File: config.mk
export PLATFORM = sky130hd
export DESIGN_NAME = reset_source_controller
export DESIGN_NICKNAME = d
export VERILOG_FILES = /design/src/shared/reset_source_pkg.sv /design/src/hdl/reset_source_controller.sv
export SDC_FILE = /design/constraint.sdc
export NUM_CORES = 1
export LEC_CHECK = 0
export BUFFER_PORTS_ARGS = -buffer_cell sky130_fd_sc_hd__buf_2
export CORE_MARGIN = 2
export CORE_UTILIZATION = 30
export CTS_CLUSTER_DIAMETER = 150
export DETAILED_ROUTE_END_ITERATION = 10
export SETUP_SLACK_MARGIN = 0.3
export SYNTH_ARGS = -nofsm -noshare
export SYNTH_HDL_FRONTEND = slang
export SYNTH_SLANG_ARGS = --single-unit
File: constraint.sdc
create_clock -name I_REF_CLK -period 1.9 [get_ports I_REF_CLK]
set_clock_uncertainty 0.1 [all_clocks]
set_input_delay 0.095 -clock I_REF_CLK [delete_from_list [all_inputs] [get_ports I_REF_CLK]]
set_output_delay 0.095 -clock I_REF_CLK [all_outputs]
set_load 0.02 [all_outputs]
File: src/shared/reset_source_pkg.sv
// Shared constants for the reset source controller
package reset_source_pkg;

  // ****************************************
  // Register map
  // ****************************************
  localparam logic [7:0]  RSF_INDEX = 8'hef;
  // The printed offset is a register index; the bus sees four bytes per index
  localparam logic [31:0] RSF_ADDR  = {22'h0, RSF_INDEX, 2'b00};

  // ****************************************
  // Bit positions of reset_source_flags
  // ****************************************
  localparam int unsigned BIT_PIN   = 0;
  localparam int unsigned BIT_SUP   = 1;
  localparam int unsigned BIT_MCD   = 2;
  localparam int unsigned BIT_WDOG  = 3;
  localparam int unsigned BIT_SW    = 4;
  localparam int unsigned BIT_CMP   = 5;
  localparam int unsigned BIT_FLASH = 6;
  localparam int unsigned BIT_RTC   = 7;
  localparam int unsigned NUM_SRC   = 8;

  // ****************************************
  // Reset values
  // ****************************************
  localparam logic [7:0]  FLAGS_POR    = 8'h02;
  localparam logic [7:0]  FLAGS_NONE   = 8'h00;
  localparam logic [7:0]  FLAG_SUP_ONE = 8'h02;
  // Pin and comparator idle high, other synchronised inputs idle low
  localparam logic [4:0]  SYNC_IDLE    = 5'h03;

  // ****************************************
  // Timing
  // ****************************************
  localparam int unsigned CLK_PERIOD_NS = 40;
  localparam int unsigned MCD_TIME_NS   = 100000;
  // Least time: rounded up to whole cycles
  localparam int unsigned MCD_CYCLES    = (MCD_TIME_NS + CLK_PERIOD_NS - 1) / CLK_PERIOD_NS;
  localparam int unsigned WDOG_DIV      = 12;
  localparam int unsigned HOLD_CYCLES   = 16;

  typedef enum logic [0:0] {
    ST_RUN,
    ST_HOLD
  } seq_state_e;

endpackage

File: src/hdl/reset_source_controller.sv
// Reset source controller: gathers reset requests, holds system reset, records the cause
//
// Design decision made here: register access over AHB-Lite.
`timescale 1ns/1ps
module reset_source_controller
  import reset_source_pkg::*;
#(
  parameter int unsigned HOLD   = HOLD_CYCLES,   // Reset hold length in cycles
  parameter int unsigned ADDR_W = 16             // Flash address width
) (
  input  wire logic              I_REF_CLK,          // 25 MHz clock
  input  wire logic              I_NRST,             // Power-on reset, sync, low
  input  wire logic              I_HSEL,             // AHB select
  input  wire logic [31:0]       I_HADDR,            // AHB address
  input  wire logic [1:0]        I_HTRANS,           // AHB transfer type
  input  wire logic              I_HWRITE,           // AHB write
  input  wire logic [2:0]        I_HSIZE,            // AHB size (word only)
  input  wire logic [31:0]       I_HWDATA,           // AHB write data
  input  wire logic              I_HREADY,           // AHB bus ready
  output logic [31:0]            O_HRDATA,           // AHB read data
  output logic                   O_HREADYOUT,        // AHB slave ready
  output logic                   O_HRESP,            // AHB response
  input  wire logic              I_RST_PIN_N,        // External reset pin level
  input  wire logic              I_CMP0_OUT,         // Comparator 0 output
  input  wire logic              I_CMP0_WAKE_EN,     // Comparator 0 is wake source
  input  wire logic              I_LOW_POWER,        // Suspend or sleep state
  input  wire logic              I_WDOG_OVERFLOW,    // Counter array watchdog overflow
  input  wire logic              I_FLASH_WR,         // Flash write or erase attempt
  input  wire logic              I_FLASH_WE,         // flash_write_enable
  input  wire logic              I_CODE_READ,        // code_space_read access
  input  wire logic              I_FETCH,            // Instruction fetch
  input  wire logic [ADDR_W-1:0] I_FLASH_ADDR,       // Flash access address
  input  wire logic [ADDR_W-1:0] I_LOCK_ADDR,        // Lock byte address
  input  wire logic              I_FLASH_SEC_BLOCK,  // Access refused by security
  input  wire logic              I_SUPPLY_MON_ON,    // Supply monitor powered
  input  wire logic              I_SUPPLY_LOW,       // Supply monitor trip
  input  wire logic              I_SYSTEM_CLOCK_MON,       // Monitored system clock
  input  wire logic              I_RTC_MCD_EN,       // Clock osc detector enabled
  input  wire logic              I_RTC_CLK_SLOW,     // Clock osc below 20 kHz
  input  wire logic              I_RTC_ALARM_EN,     // Alarm enabled
  input  wire logic [31:0]       I_RTC_TIMER,        // Clock timer value
  input  wire logic [31:0]       I_RTC_ALARM_VALUE,  // alarm_match_regs contents
  output logic                   O_SYS_RST_N,        // System reset, low active
  output logic                   O_WDOG_ENABLE,      // Pulse: watchdog on at release
  output logic                   O_WDOG_TICK         // Watchdog clock enable pulse
);

  // ****************************************
  // Pin synchronisers
  // ****************************************
  localparam int unsigned SYNC_W = 5;
  localparam int unsigned S_PIN  = 0;
  localparam int unsigned S_CMP  = 1;
  localparam int unsigned S_SUP  = 2;
  localparam int unsigned S_CLK  = 3;
  localparam int unsigned S_RTC  = 4;

  logic [SYNC_W-1:0] sync_raw;
  logic [SYNC_W-1:0] sync_s1;
  logic [SYNC_W-1:0] sync_s2;
  logic [SYNC_W-1:0] sync_s3;
  logic [SYNC_W-1:0] sync_f;

  assign sync_raw = {I_RTC_CLK_SLOW, I_SYSTEM_CLOCK_MON, I_SUPPLY_LOW, I_CMP0_OUT, I_RST_PIN_N};

  // A change counts only once the second and third stages agree
  genvar g;
  generate
    for (g = 0; g < SYNC_W; g++) begin : g_sync
      always_ff @(posedge I_REF_CLK) begin
        if (!I_NRST) begin
          sync_s1[g] <= SYNC_IDLE[g];
          sync_s2[g] <= SYNC_IDLE[g];
          sync_s3[g] <= SYNC_IDLE[g];
          sync_f[g]  <= SYNC_IDLE[g];
        end else begin
          sync_s1[g] <= sync_raw[g];
          sync_s2[g] <= sync_s1[g];
          sync_s3[g] <= sync_s2[g];
          if (sync_s2[g] == sync_s3[g]) begin
            sync_f[g] <= sync_s3[g];
          end
        end
      end
    end
  endgenerate

  wire pin_low   = !sync_f[S_PIN];
  wire cmp_out   = sync_f[S_CMP];
  wire sup_low   = sync_f[S_SUP];
  wire clk_mon   = sync_f[S_CLK];
  wire rtc_slow  = sync_f[S_RTC];

  // ****************************************
  // State and register storage
  // ****************************************
  seq_state_e        state;
  logic [7:0]        flags;
  logic              cmp_en;
  logic              rtc_en;
  logic              mcd_en;
  logic              sup_en;
  localparam int unsigned HOLD_W = $clog2(HOLD + 1);
  localparam int unsigned MCD_W  = $clog2(MCD_CYCLES + 1);
  localparam int unsigned DIV_W  = $clog2(WDOG_DIV);
  logic [HOLD_W-1:0] hold_cnt;
  logic [MCD_W-1:0]  mcd_cnt;
  logic [DIV_W-1:0]  div_cnt;
  logic              clk_mon_d;

  // ****************************************
  // AHB-Lite slave decode
  // ****************************************
  logic wr_pend;
  logic rd_hit_now;
  wire  addr_phase = I_HSEL && I_HTRANS[1] && I_HREADY;
  wire  addr_hit   = (I_HADDR == RSF_ADDR);
  wire  wr_hit     = wr_pend && (state == ST_RUN);
  assign rd_hit_now = addr_phase && !I_HWRITE && addr_hit;

  // Zero wait states; unmapped reads give zero, unmapped writes drop
  assign O_HREADYOUT = 1'b1;
  assign O_HRESP     = 1'b0;

  always_ff @(posedge I_REF_CLK) begin
    if (!I_NRST) begin
      wr_pend  <= 1'b0;
      O_HRDATA <= 32'h0;
    end else begin
      wr_pend  <= addr_phase && I_HWRITE && addr_hit;
      O_HRDATA <= rd_hit_now ? {24'h0, flags} : 32'h0;
    end
  end

  // ****************************************
  // Reset requests
  // ****************************************
  logic [NUM_SRC-1:0] req;
  logic [NUM_SRC-1:0] pick;

  wire above_lock = (I_FLASH_ADDR > I_LOCK_ADDR);
  wire flash_err  = (I_FLASH_WR && I_FLASH_WE && above_lock)
                 || ((I_CODE_READ || I_FETCH) && above_lock)
                 || I_FLASH_SEC_BLOCK
                 || (I_FLASH_WR && I_FLASH_WE && !I_SUPPLY_MON_ON);
  wire rtc_alarm  = I_RTC_ALARM_EN && (I_RTC_TIMER == I_RTC_ALARM_VALUE);
  wire rtc_fail   = I_RTC_MCD_EN && rtc_slow;
  wire cmp_live   = !I_LOW_POWER || I_CMP0_WAKE_EN;
  wire mcd_hit    = (mcd_cnt == MCD_W'(MCD_CYCLES));

  // Internal sources only drop O_SYS_RST_N; the pin is input only
  assign req[BIT_RTC]   = rtc_en && (rtc_alarm || rtc_fail);
  assign req[BIT_FLASH] = flash_err;
  assign req[BIT_CMP]   = cmp_en && !cmp_out && cmp_live;
  assign req[BIT_SW]    = wr_hit && I_HWDATA[BIT_SW];
  assign req[BIT_WDOG]  = I_WDOG_OVERFLOW && !I_LOW_POWER;
  assign req[BIT_MCD]   = mcd_en && !I_LOW_POWER && mcd_hit;
  // Selecting the monitor while the supply is still low resets at once
  assign req[BIT_SUP]   = sup_en && sup_low;
  assign req[BIT_PIN]   = pin_low;

  // Supply wins, then the lowest bit; exactly one cause is recorded
  assign pick = req[BIT_SUP] ? FLAG_SUP_ONE : (req & (~req + NUM_SRC'(1)));

  wire hold_done  = (hold_cnt >= HOLD_W'(HOLD - 1));
  wire hold_stays = pin_low || (sup_en && sup_low);

  // ****************************************
  // Reset sequencer
  // ****************************************
  always_ff @(posedge I_REF_CLK) begin
    if (!I_NRST) begin
      state    <= ST_HOLD;
      flags    <= FLAGS_POR;
      hold_cnt <= '0;
      cmp_en   <= 1'b0;
      rtc_en   <= 1'b0;
      mcd_en   <= 1'b0;
      sup_en   <= 1'b1;
    end else begin
      case (state)
        ST_RUN: begin
          if (|req) begin
            state    <= ST_HOLD;
            flags    <= pick;
            hold_cnt <= '0;
            // Enables drop with the reset; the supply selection survives
            cmp_en   <= 1'b0;
            rtc_en   <= 1'b0;
            mcd_en   <= 1'b0;
          end else if (wr_hit) begin
            cmp_en <= I_HWDATA[BIT_CMP];
            rtc_en <= I_HWDATA[BIT_RTC];
            mcd_en <= I_HWDATA[BIT_MCD];
            sup_en <= I_HWDATA[BIT_SUP];
          end
        end
        ST_HOLD: begin
          if (!hold_done) begin
            hold_cnt <= hold_cnt + HOLD_W'(1);
          end else if (!hold_stays) begin
            state <= ST_RUN;
          end
        end
        default: begin
          state <= ST_HOLD;
        end
      endcase
    end
  end

  // ****************************************
  // Missing clock detector
  // ****************************************
  // The count restarts on each edge of the monitored clock
  always_ff @(posedge I_REF_CLK) begin
    if (!I_NRST) begin
      clk_mon_d <= 1'b0;
      mcd_cnt   <= '0;
    end else begin
      clk_mon_d <= clk_mon;
      if ((clk_mon != clk_mon_d) || !mcd_en || I_LOW_POWER || (state != ST_RUN)) begin
        mcd_cnt <= '0;
      end else if (!mcd_hit) begin
        mcd_cnt <= mcd_cnt + MCD_W'(1);
      end
    end
  end

  // ****************************************
  // Watchdog clock and enable
  // ****************************************
  always_ff @(posedge I_REF_CLK) begin
    if (!I_NRST) begin
      div_cnt       <= '0;
      O_WDOG_TICK   <= 1'b0;
      O_WDOG_ENABLE <= 1'b0;
      O_SYS_RST_N   <= 1'b0;
    end else begin
      O_SYS_RST_N   <= (state == ST_RUN) && !(|req);
      // Pulse rises together with the release, not one cycle ahead of it
      O_WDOG_ENABLE <= (state == ST_RUN) && !(|req) && !O_SYS_RST_N;
      // Divider restarts with every reset so the tick phase is known
      if (state != ST_RUN) begin
        div_cnt     <= '0;
        O_WDOG_TICK <= 1'b0;
      end else if (div_cnt == DIV_W'(WDOG_DIV - 1)) begin
        div_cnt     <= '0;
        O_WDOG_TICK <= 1'b1;
      end else begin
        div_cnt     <= div_cnt + DIV_W'(1);
        O_WDOG_TICK <= 1'b0;
      end
    end
  end
endmodule

==> impl_metrics.yaml, run 1 <==
power_and_ir_drop:
  clkPwrFrac_pct: 44.8
  powerDensity_nw_per_um2: 717
  pwr-share-comb_pct: 16.5
  seqPwrFrac_pct: 38.7
  vdd_drop_max_v: 0.000480
  switching_share_pct: 24.4
  leakagePower_nw: 2.53
  power.switching_uw: 939
  power_mw: 3.85
  internal_power_mw: 2.91
clock_tree:
  cts_tree: "done"
  cts_root_buf: "clkbuf_16"
  clockBufferDepth: 2
  clk_latency_ns: 0.33
  clkTransAtPathRegs_ns: 0.05
  cts.sinks: 67
  cts-htree-levels: 3
  numCtsBuffers: 9
final_layout:
  drive_gt1_share_pct: 39.1
  regArea_um2: 1340
  multi_input_area_um2: 2210
  nets: 836
  final_cell_mix: "165 x buf_2, 65 x dfxtp_1, 38 x xor2_1, 32 x buf_4, 30 x nor2_1"
  layout_commonest_cell: "buf_2"
  fin_area_um2: 5370
  antenna-diode-count: 0
  fin_util_pct: 44.9
  final_cells: 781
  nFillCells: 1157
  syn2layout_area_growth_pct: 46.5
global_routing:
  grt_pass1_wl_um: 15500
  grt_pass1_vias: 3407
  grt_usage_pct: 15.0
  grt_max_degree: 34
  antenna_found_initial: 0
  overflow: 0
die:
  die-area_um2: 13100
  io_pins: 223
  die_w_um: 115
  start_util_pct: 30.6
  die_h_um: 115
  rows: 40
  coreArea_um2: 12000
placement:
  dp.cells: 753
  place_ws_ns: -0.322
  dp_hpwl_um: 8100
  dpl_cell_area_um2: 4810
  place_congestion: 0.808
  port_buffers: 165
synthesis:
  ys_seq_elements: 67
  synthArstFlopShare_pct: 0
  ys.flop_type: "dfxtp_1"
  syn_inst: 419
  ys_warn_count: 0
  synth.cell_area_um2: 3670
  yosys.area.top_type: "dfxtp_1"
  ys_top_cells_by_area: "dfxtp_1 37%, xor2_1 9.1%, ha_1 7.2%"
  synth_top_area_share_pct: 36.6
  yosysSeqAreaShare_pct: 36.6
  avgSynthCellArea_um2: 8.75
  synth_edf_count: 0
  synth.distinct_cells: 51
critical_path:
  cpMaxStageDelayCell: "dfxtp_2"
  crit_required_ns: 2.05
  endpoint_kind: "flop"
  cp_num_buf_inv: 3
  path_cells: "inv_2 > ha_4 > and4b_1 > nand4_4 > nor2_2 > o21bai_2 > nor3b_4 > buf_6 > a21oi_4 > buf_12 > mux2i_1"
  rr_worst_depth: 11
  critPathTopFamily: "simple AND/OR/NAND/NOR gates"
  path_class: "reg2reg"
  slowest_delay_ns: 0.32
  cp_max_fo: 5
  crit_arrival_ns: 2.19
  start_kind: "flop"
  crit_cells: 11
route:
  dr.first_iter.drc_count: 153
  post-route-drc-count: 0
  drtAntennaViolNets: 0
  wirelength_um: 10000
  drt_pass1_iterations: 4
  wire_per_inst_um: 12.8
  viasPerCell: 4.53
  routed-via-count: 3539
run_status:
  outcome: "finished, violations left"
  violations: "negative setup slack"
timing:
  timing.hold.ws_ns: 0.00699
  finalSetupViolCount: 17
  fin_ws_ns: -0.142
  tns_ns: -1.63
  hold_viol: 0
  fin_crit_ns: 2.04
  max_freq_ghz: 0.490
  rsz0062_at_grt: "true"
  slew_viol_final: 0
  finalCritPeriodShare_pct: 107
min_path:
  holdPathStages: 3
  hold_path_class: "in2reg"
run:
  max-cap-violations: 0
-- cells by family after synthesis --
logic type	count (synthesis)	synth area share, %
simple gates	168	25.8
flops	67	36.6
buf+inv	62	9.22
compound gates	47	8.46
xor+xnor	47	11.2
fa+ha+maj	21	7.17
mux	5	1.37
other cells	2	0.205
-- power groups by stage --
stage	logic [mW]	registers, mW	clock network [mW]
floorplan	0.346	1.51	0
finish	0.636	1.49	1.73
detailed placement	0.566	1.52	0
global route	0.707	1.50	1.84
CTS	0.606	1.49	1.76
global placement	0.554	1.51	0
-- cells in the mapped netlist, types with 2 or more instances --
library cell	instances
a211oi_1	2
xnor2_1	9
buf_4	26
o211ai_1	2
dfxtp_1	67
nand4b_1	2
and4_1	3
a21oi_1	16
nor3b_1	2
nand3_1	18
and3_1	7
inv_1	27
conb_1	2
nor4_1	14
xor2_1	38
nor2b_1	5
ha_1	21
nor2_1	33
nand2_1	24
o31a_1	3
and2_1	23
nand3b_1	2
clkbuf_1	7
nand4_1	9
o21ai_0	11
and4b_1	4
mux2i_1	5
nand2b_1	11
nor3_1	4
-- final timing paths --
kind	startpoint	end	slack (ns)
max	mcd_cnt[0]	flags[5]	-0.14
min	I_NRST	flags[3]	0.007
max reg2reg	mcd_cnt[0]	flags[5]	-0.14
min reg2reg	sync_s1[0]	sync_s2[0]	0.31
-- metal layers --
layer	GRT usage, %	wire length, um	vias up
met1	17.2	4060	1581
met2	27.4	5190	138
met4	5.04	123	0
met3	3.28	630	13
li1	-	-	1807
met5	0	0	-
-- worst register-to-register path, stage by stage, from the launching register on --
cell and delay (ns):
dfxtp_2 0.32, inv_2 0.07, ha_4 0.12, and4b_1 0.23, nand4_4 0.10, nor2_2 0.12
o21bai_2 0.11, nor3b_4 0.18, buf_6 0.12, a21oi_4 0.19, buf_12 0.15, mux2i_1 0.17
-- sequential cells by signal, summed over array words and instances (netlist names), 4 cells and up --
signal,cells
flags,8
sync_s3,5
sync_s1,5
mcd_cnt,12
hold_cnt,5
div_cnt,4
sync_s2,5
O_HRDATA,8
-- area by class of cell --
| type | count | area share [%] |
|---|---|---|
| sequential | 67 | 25.0 |
| timing repair buffer | 210 | 22.8 |
| clock buffer | 11 | 4.33 |
| multi-input combinational | 314 | 41.1 |
| inverter | 27 | 1.89 |
| clock inverter | 5 | 1.44 |
| tap | 147 | 3.42 |
-- what timing repair did --
action                                  4_1_cts  5_1_grt
resized for setup                            13       14
hold endpoints to repair                      7        0
hold buffers                                  7        0
endpoints found under the setup margin       20       32
cloned                                        0        1
buffers inserted                              2        2
pin swaps                                     7        6
No activity file was read; power rests on OpenSTA's default activity.
==> inputs of run 2 (changes only) <==
Settings changed: ABC_AREA from default to 1.
==> run 2 against run 1 <==
Compared with the run above: the flow now finishes without violations; first-iteration DRC count is 10% lower; sequential power is 3% lower; cell area is 1.9% higher; highest routed layer unchanged; cell count is 21% higher; synthesized cell count is 36% higher; global-route usage is 1.2 points lower; setup slack better by 0.33 ns; register-to-register slack better by 0.33 ns; utilization is 1.5 points lower.
==> impl_metrics.yaml, run 2 <==
run_status:
  outcome: "complete, no violations"
power_and_ir_drop:
  powerDensity_nw_per_um2: 643
  vdd_drop_max_v: 0.000350
  power_mw: 3.52
  leakagePower_nw: 2.85
synthesis:
  ys.flop_type: "dfxtp_1"
  yosys.area_share.simple_pct: 29.6
  synthXorXnorAreaFrac_pct: 2.94
  synthArstFlopShare_pct: 0
  synth_top_area_share_pct: 34.6
  synth.distinct_cells: 36
  yosys-top-cells-count: "125 x nand2_1, 102 x inv_1, 67 x dfxtp_1"
  avgSynthCellArea_um2: 6.79
  ys_warn_count: 0
  synthAdderAreaFrac_pct: 6.79
  yosys.area.top_type: "dfxtp_1"
  ys_top_cells_by_area: "dfxtp_1 35%, nand2_1 12%, inv_1 9.9%"
  yosysSeqAreaShare_pct: 34.6
  syn_inst: 570
  synth_top_family_by_area: "simple AND/OR/NAND/NOR gates"
  synth.most_common_cell: "nand2_1"
  synth_mux_area_share_pct: 0
  ys_seq_elements: 67
  synth_edf_count: 0
  synth.cell_area_um2: 3870
  synth-compound-area-share_pct: 9.08
critical_path:
  start_kind: "flop"
  endpoint_kind: "flop"
  cp_max_fo: 6
  r2r-start: "mcd_cnt[0]"
  path_class: "reg2reg"
  rr_worst_depth: 13
  r2r_setup_slack_ns: 0.19
  crit_arrival_ns: 1.86
  r2r_end: "rtc_en"
  crit_required_ns: 2.05
final_layout:
  top_regs: "mcd_cnt: 12 flops, O_HRDATA: 8 flops, flags: 8 flops"
  drive_gt1_share_pct: 33.4
  layout_commonest_cell: "buf_2"
  final_cell_mix: "165 x buf_2, 122 x nand2_1, 97 x inv_1, 62 x dfxtp_1, 53 x nor2_1"
  nFillCells: 1344
  nets: 977
  max_flop_register: "mcd_cnt"
  fin_util_pct: 43.4
  syn2layout_area_growth_pct: 41.4
  antenna-diode-count: 0
  largest_reg_flops: 12
min_path:
  holdPathStages: 5
  hp-start: "I_WDOG_OVERFLOW"
  worstHoldEndpoint: "flags[3]"
  hold_path_class: "in2reg"
global_routing:
  grt_max_degree: 21
  grt_pass1_wl_um: 15700
  overflow: 0
  met3_usage_pct: 4.17
  antenna_found_initial: 0
  grtUsageMet2_pct: 23.1
  grt_use_met1_pct: 17.0
  grt_pass1_vias: 3549
  grt.busiest_layer: "met2"
  grt_usage_pct: 13.8
clock_tree:
  clkTransAtPathRegs_ns: 0.05
  cts_root_buf: "clkbuf_16"
  cts_tree: "done"
  clockBufferDepth: 2
  clk_latency_ns: 0.32
  cts.sinks: 67
  numCtsBuffers: 9
  cts-htree-levels: 3
timing:
  finalSetupViolCount: 0
  slew_viol_final: 0
  rsz0062_at_grt: "true"
  finalCritPeriodShare_pct: 90.1
  timing.hold.ws_ns: 0.0867
  fin_crit_ns: 1.71
  fin_ws_ns: 0.189
  hold_viol: 0
  max_freq_ghz: 0.584
placement:
  place_ws_ns: -0.0410
  port_buffers: 165
  dp_hpwl_um: 7340
  place_congestion: 0.831
route:
  viasPerCell: 4.07
  drtAntennaViolNets: 0
  wire_per_inst_um: 9.93
  wirelength_um: 9410
  routed-via-count: 3855
  dr.first_iter.drc_count: 137
  drt_pass1_iterations: 4
  post-route-drc-count: 0
die:
  coreArea_um2: 12600
  die-area_um2: 13800
  rows: 41
  die_w_um: 118
  die_h_um: 118
  io_pins: 223
  start_util_pct: 30.7
run:
  max-cap-violations: 0
==> run 2: through the flow <==
step           cell area, um2  instances  TNS [ns]
3_3_place_gp             4880        909  -0.00900
5_1_grt                  5470        947         0
3_5_place_dp             4880        909    -0.234
4_1_cts                  5410        945         0
2_1_floorplan            4000        594         0
6_report                 5470        947         0
==> run 2: where the power goes <==
group	leakage, nW	internal, mW	total, mW	switching [mW]
clock	0.144	1.02	1.60	0.576
combinational	2.16	0.239	0.487	0.248
sequential	0.546	1.43	1.44	0.0109
==> run 2: layer usage <==
metal,vias to the layer above,wire length (um)
li1,2129,-
met4,0,120
met3,11,537
met1,1582,4300
met5,-,0
met2,133,4450
==> run 2: how the worst max path moves through the flow <==
stage | endpoint | depth (start not counted) | from
after floorplan | flags[0] | 15 | mcd_cnt[0]
after global placement | flags[0] | 16 | I_LOCK_ADDR[7]
after detailed placement | hold_cnt[2] | 14 | I_FLASH_ADDR[7]
after CTS | cmp_en | 13 | mcd_cnt[1]
after global routing | rtc_en | 13 | mcd_cnt[1]
final | rtc_en | 13 | mcd_cnt[0]
==> run 2: what timing repair did <==
| action | in CTS | in global routing |
|---|---|---|
| setup endpoints to repair | 21 | 29 |
| hold buffers | 12 | 0 |
| pin swaps | 2 | 7 |
| cloned | 1 | 0 |
| resized for setup | 8 | 18 |
| buffers inserted | 7 | 2 |
| hold endpoints to repair | 11 | 0 |
==> run 2: area by class of cell <==
cell class	count	area [um2]	area share (%)
multi-input combinational	386	2100	38.4
sequential	67	1350	24.6
timing repair buffer	197	1100	20.1
inverter	109	409	7.47
clock buffer	13	280	5.12
tap	172	215	3.93
clock inverter	3	20.0	0.366
==> run 2: kinds of logic (layout without fill, tap and decap cells) <==
group | count (synthesis) | count (layout)
AO/OA/AOI/OAI | 67 | 67
XOR/XNOR | 13 | 13
adder cells (fa/ha/maj) | 21 | 21
buffers and inverters | 142 | 322
flip-flops | 67 | 67
other | 2 | 26
AND/OR/NAND/NOR | 258 | 259
==> run 2: critical path, cell delays in order (launching register included) <==
cell and delay [ns]:
dfxtp_2 0.33, inv_2 0.05, ha_4 0.15, nand3_2 0.05, nor2_2 0.04, nand3_1 0.06, nand2_1 0.06, nor2_2 0.11
nand3_2 0.11, nor2_4 0.11, nand2_4 0.12, nor2_4 0.15, nand2_1 0.07, a21oi_1 0.13
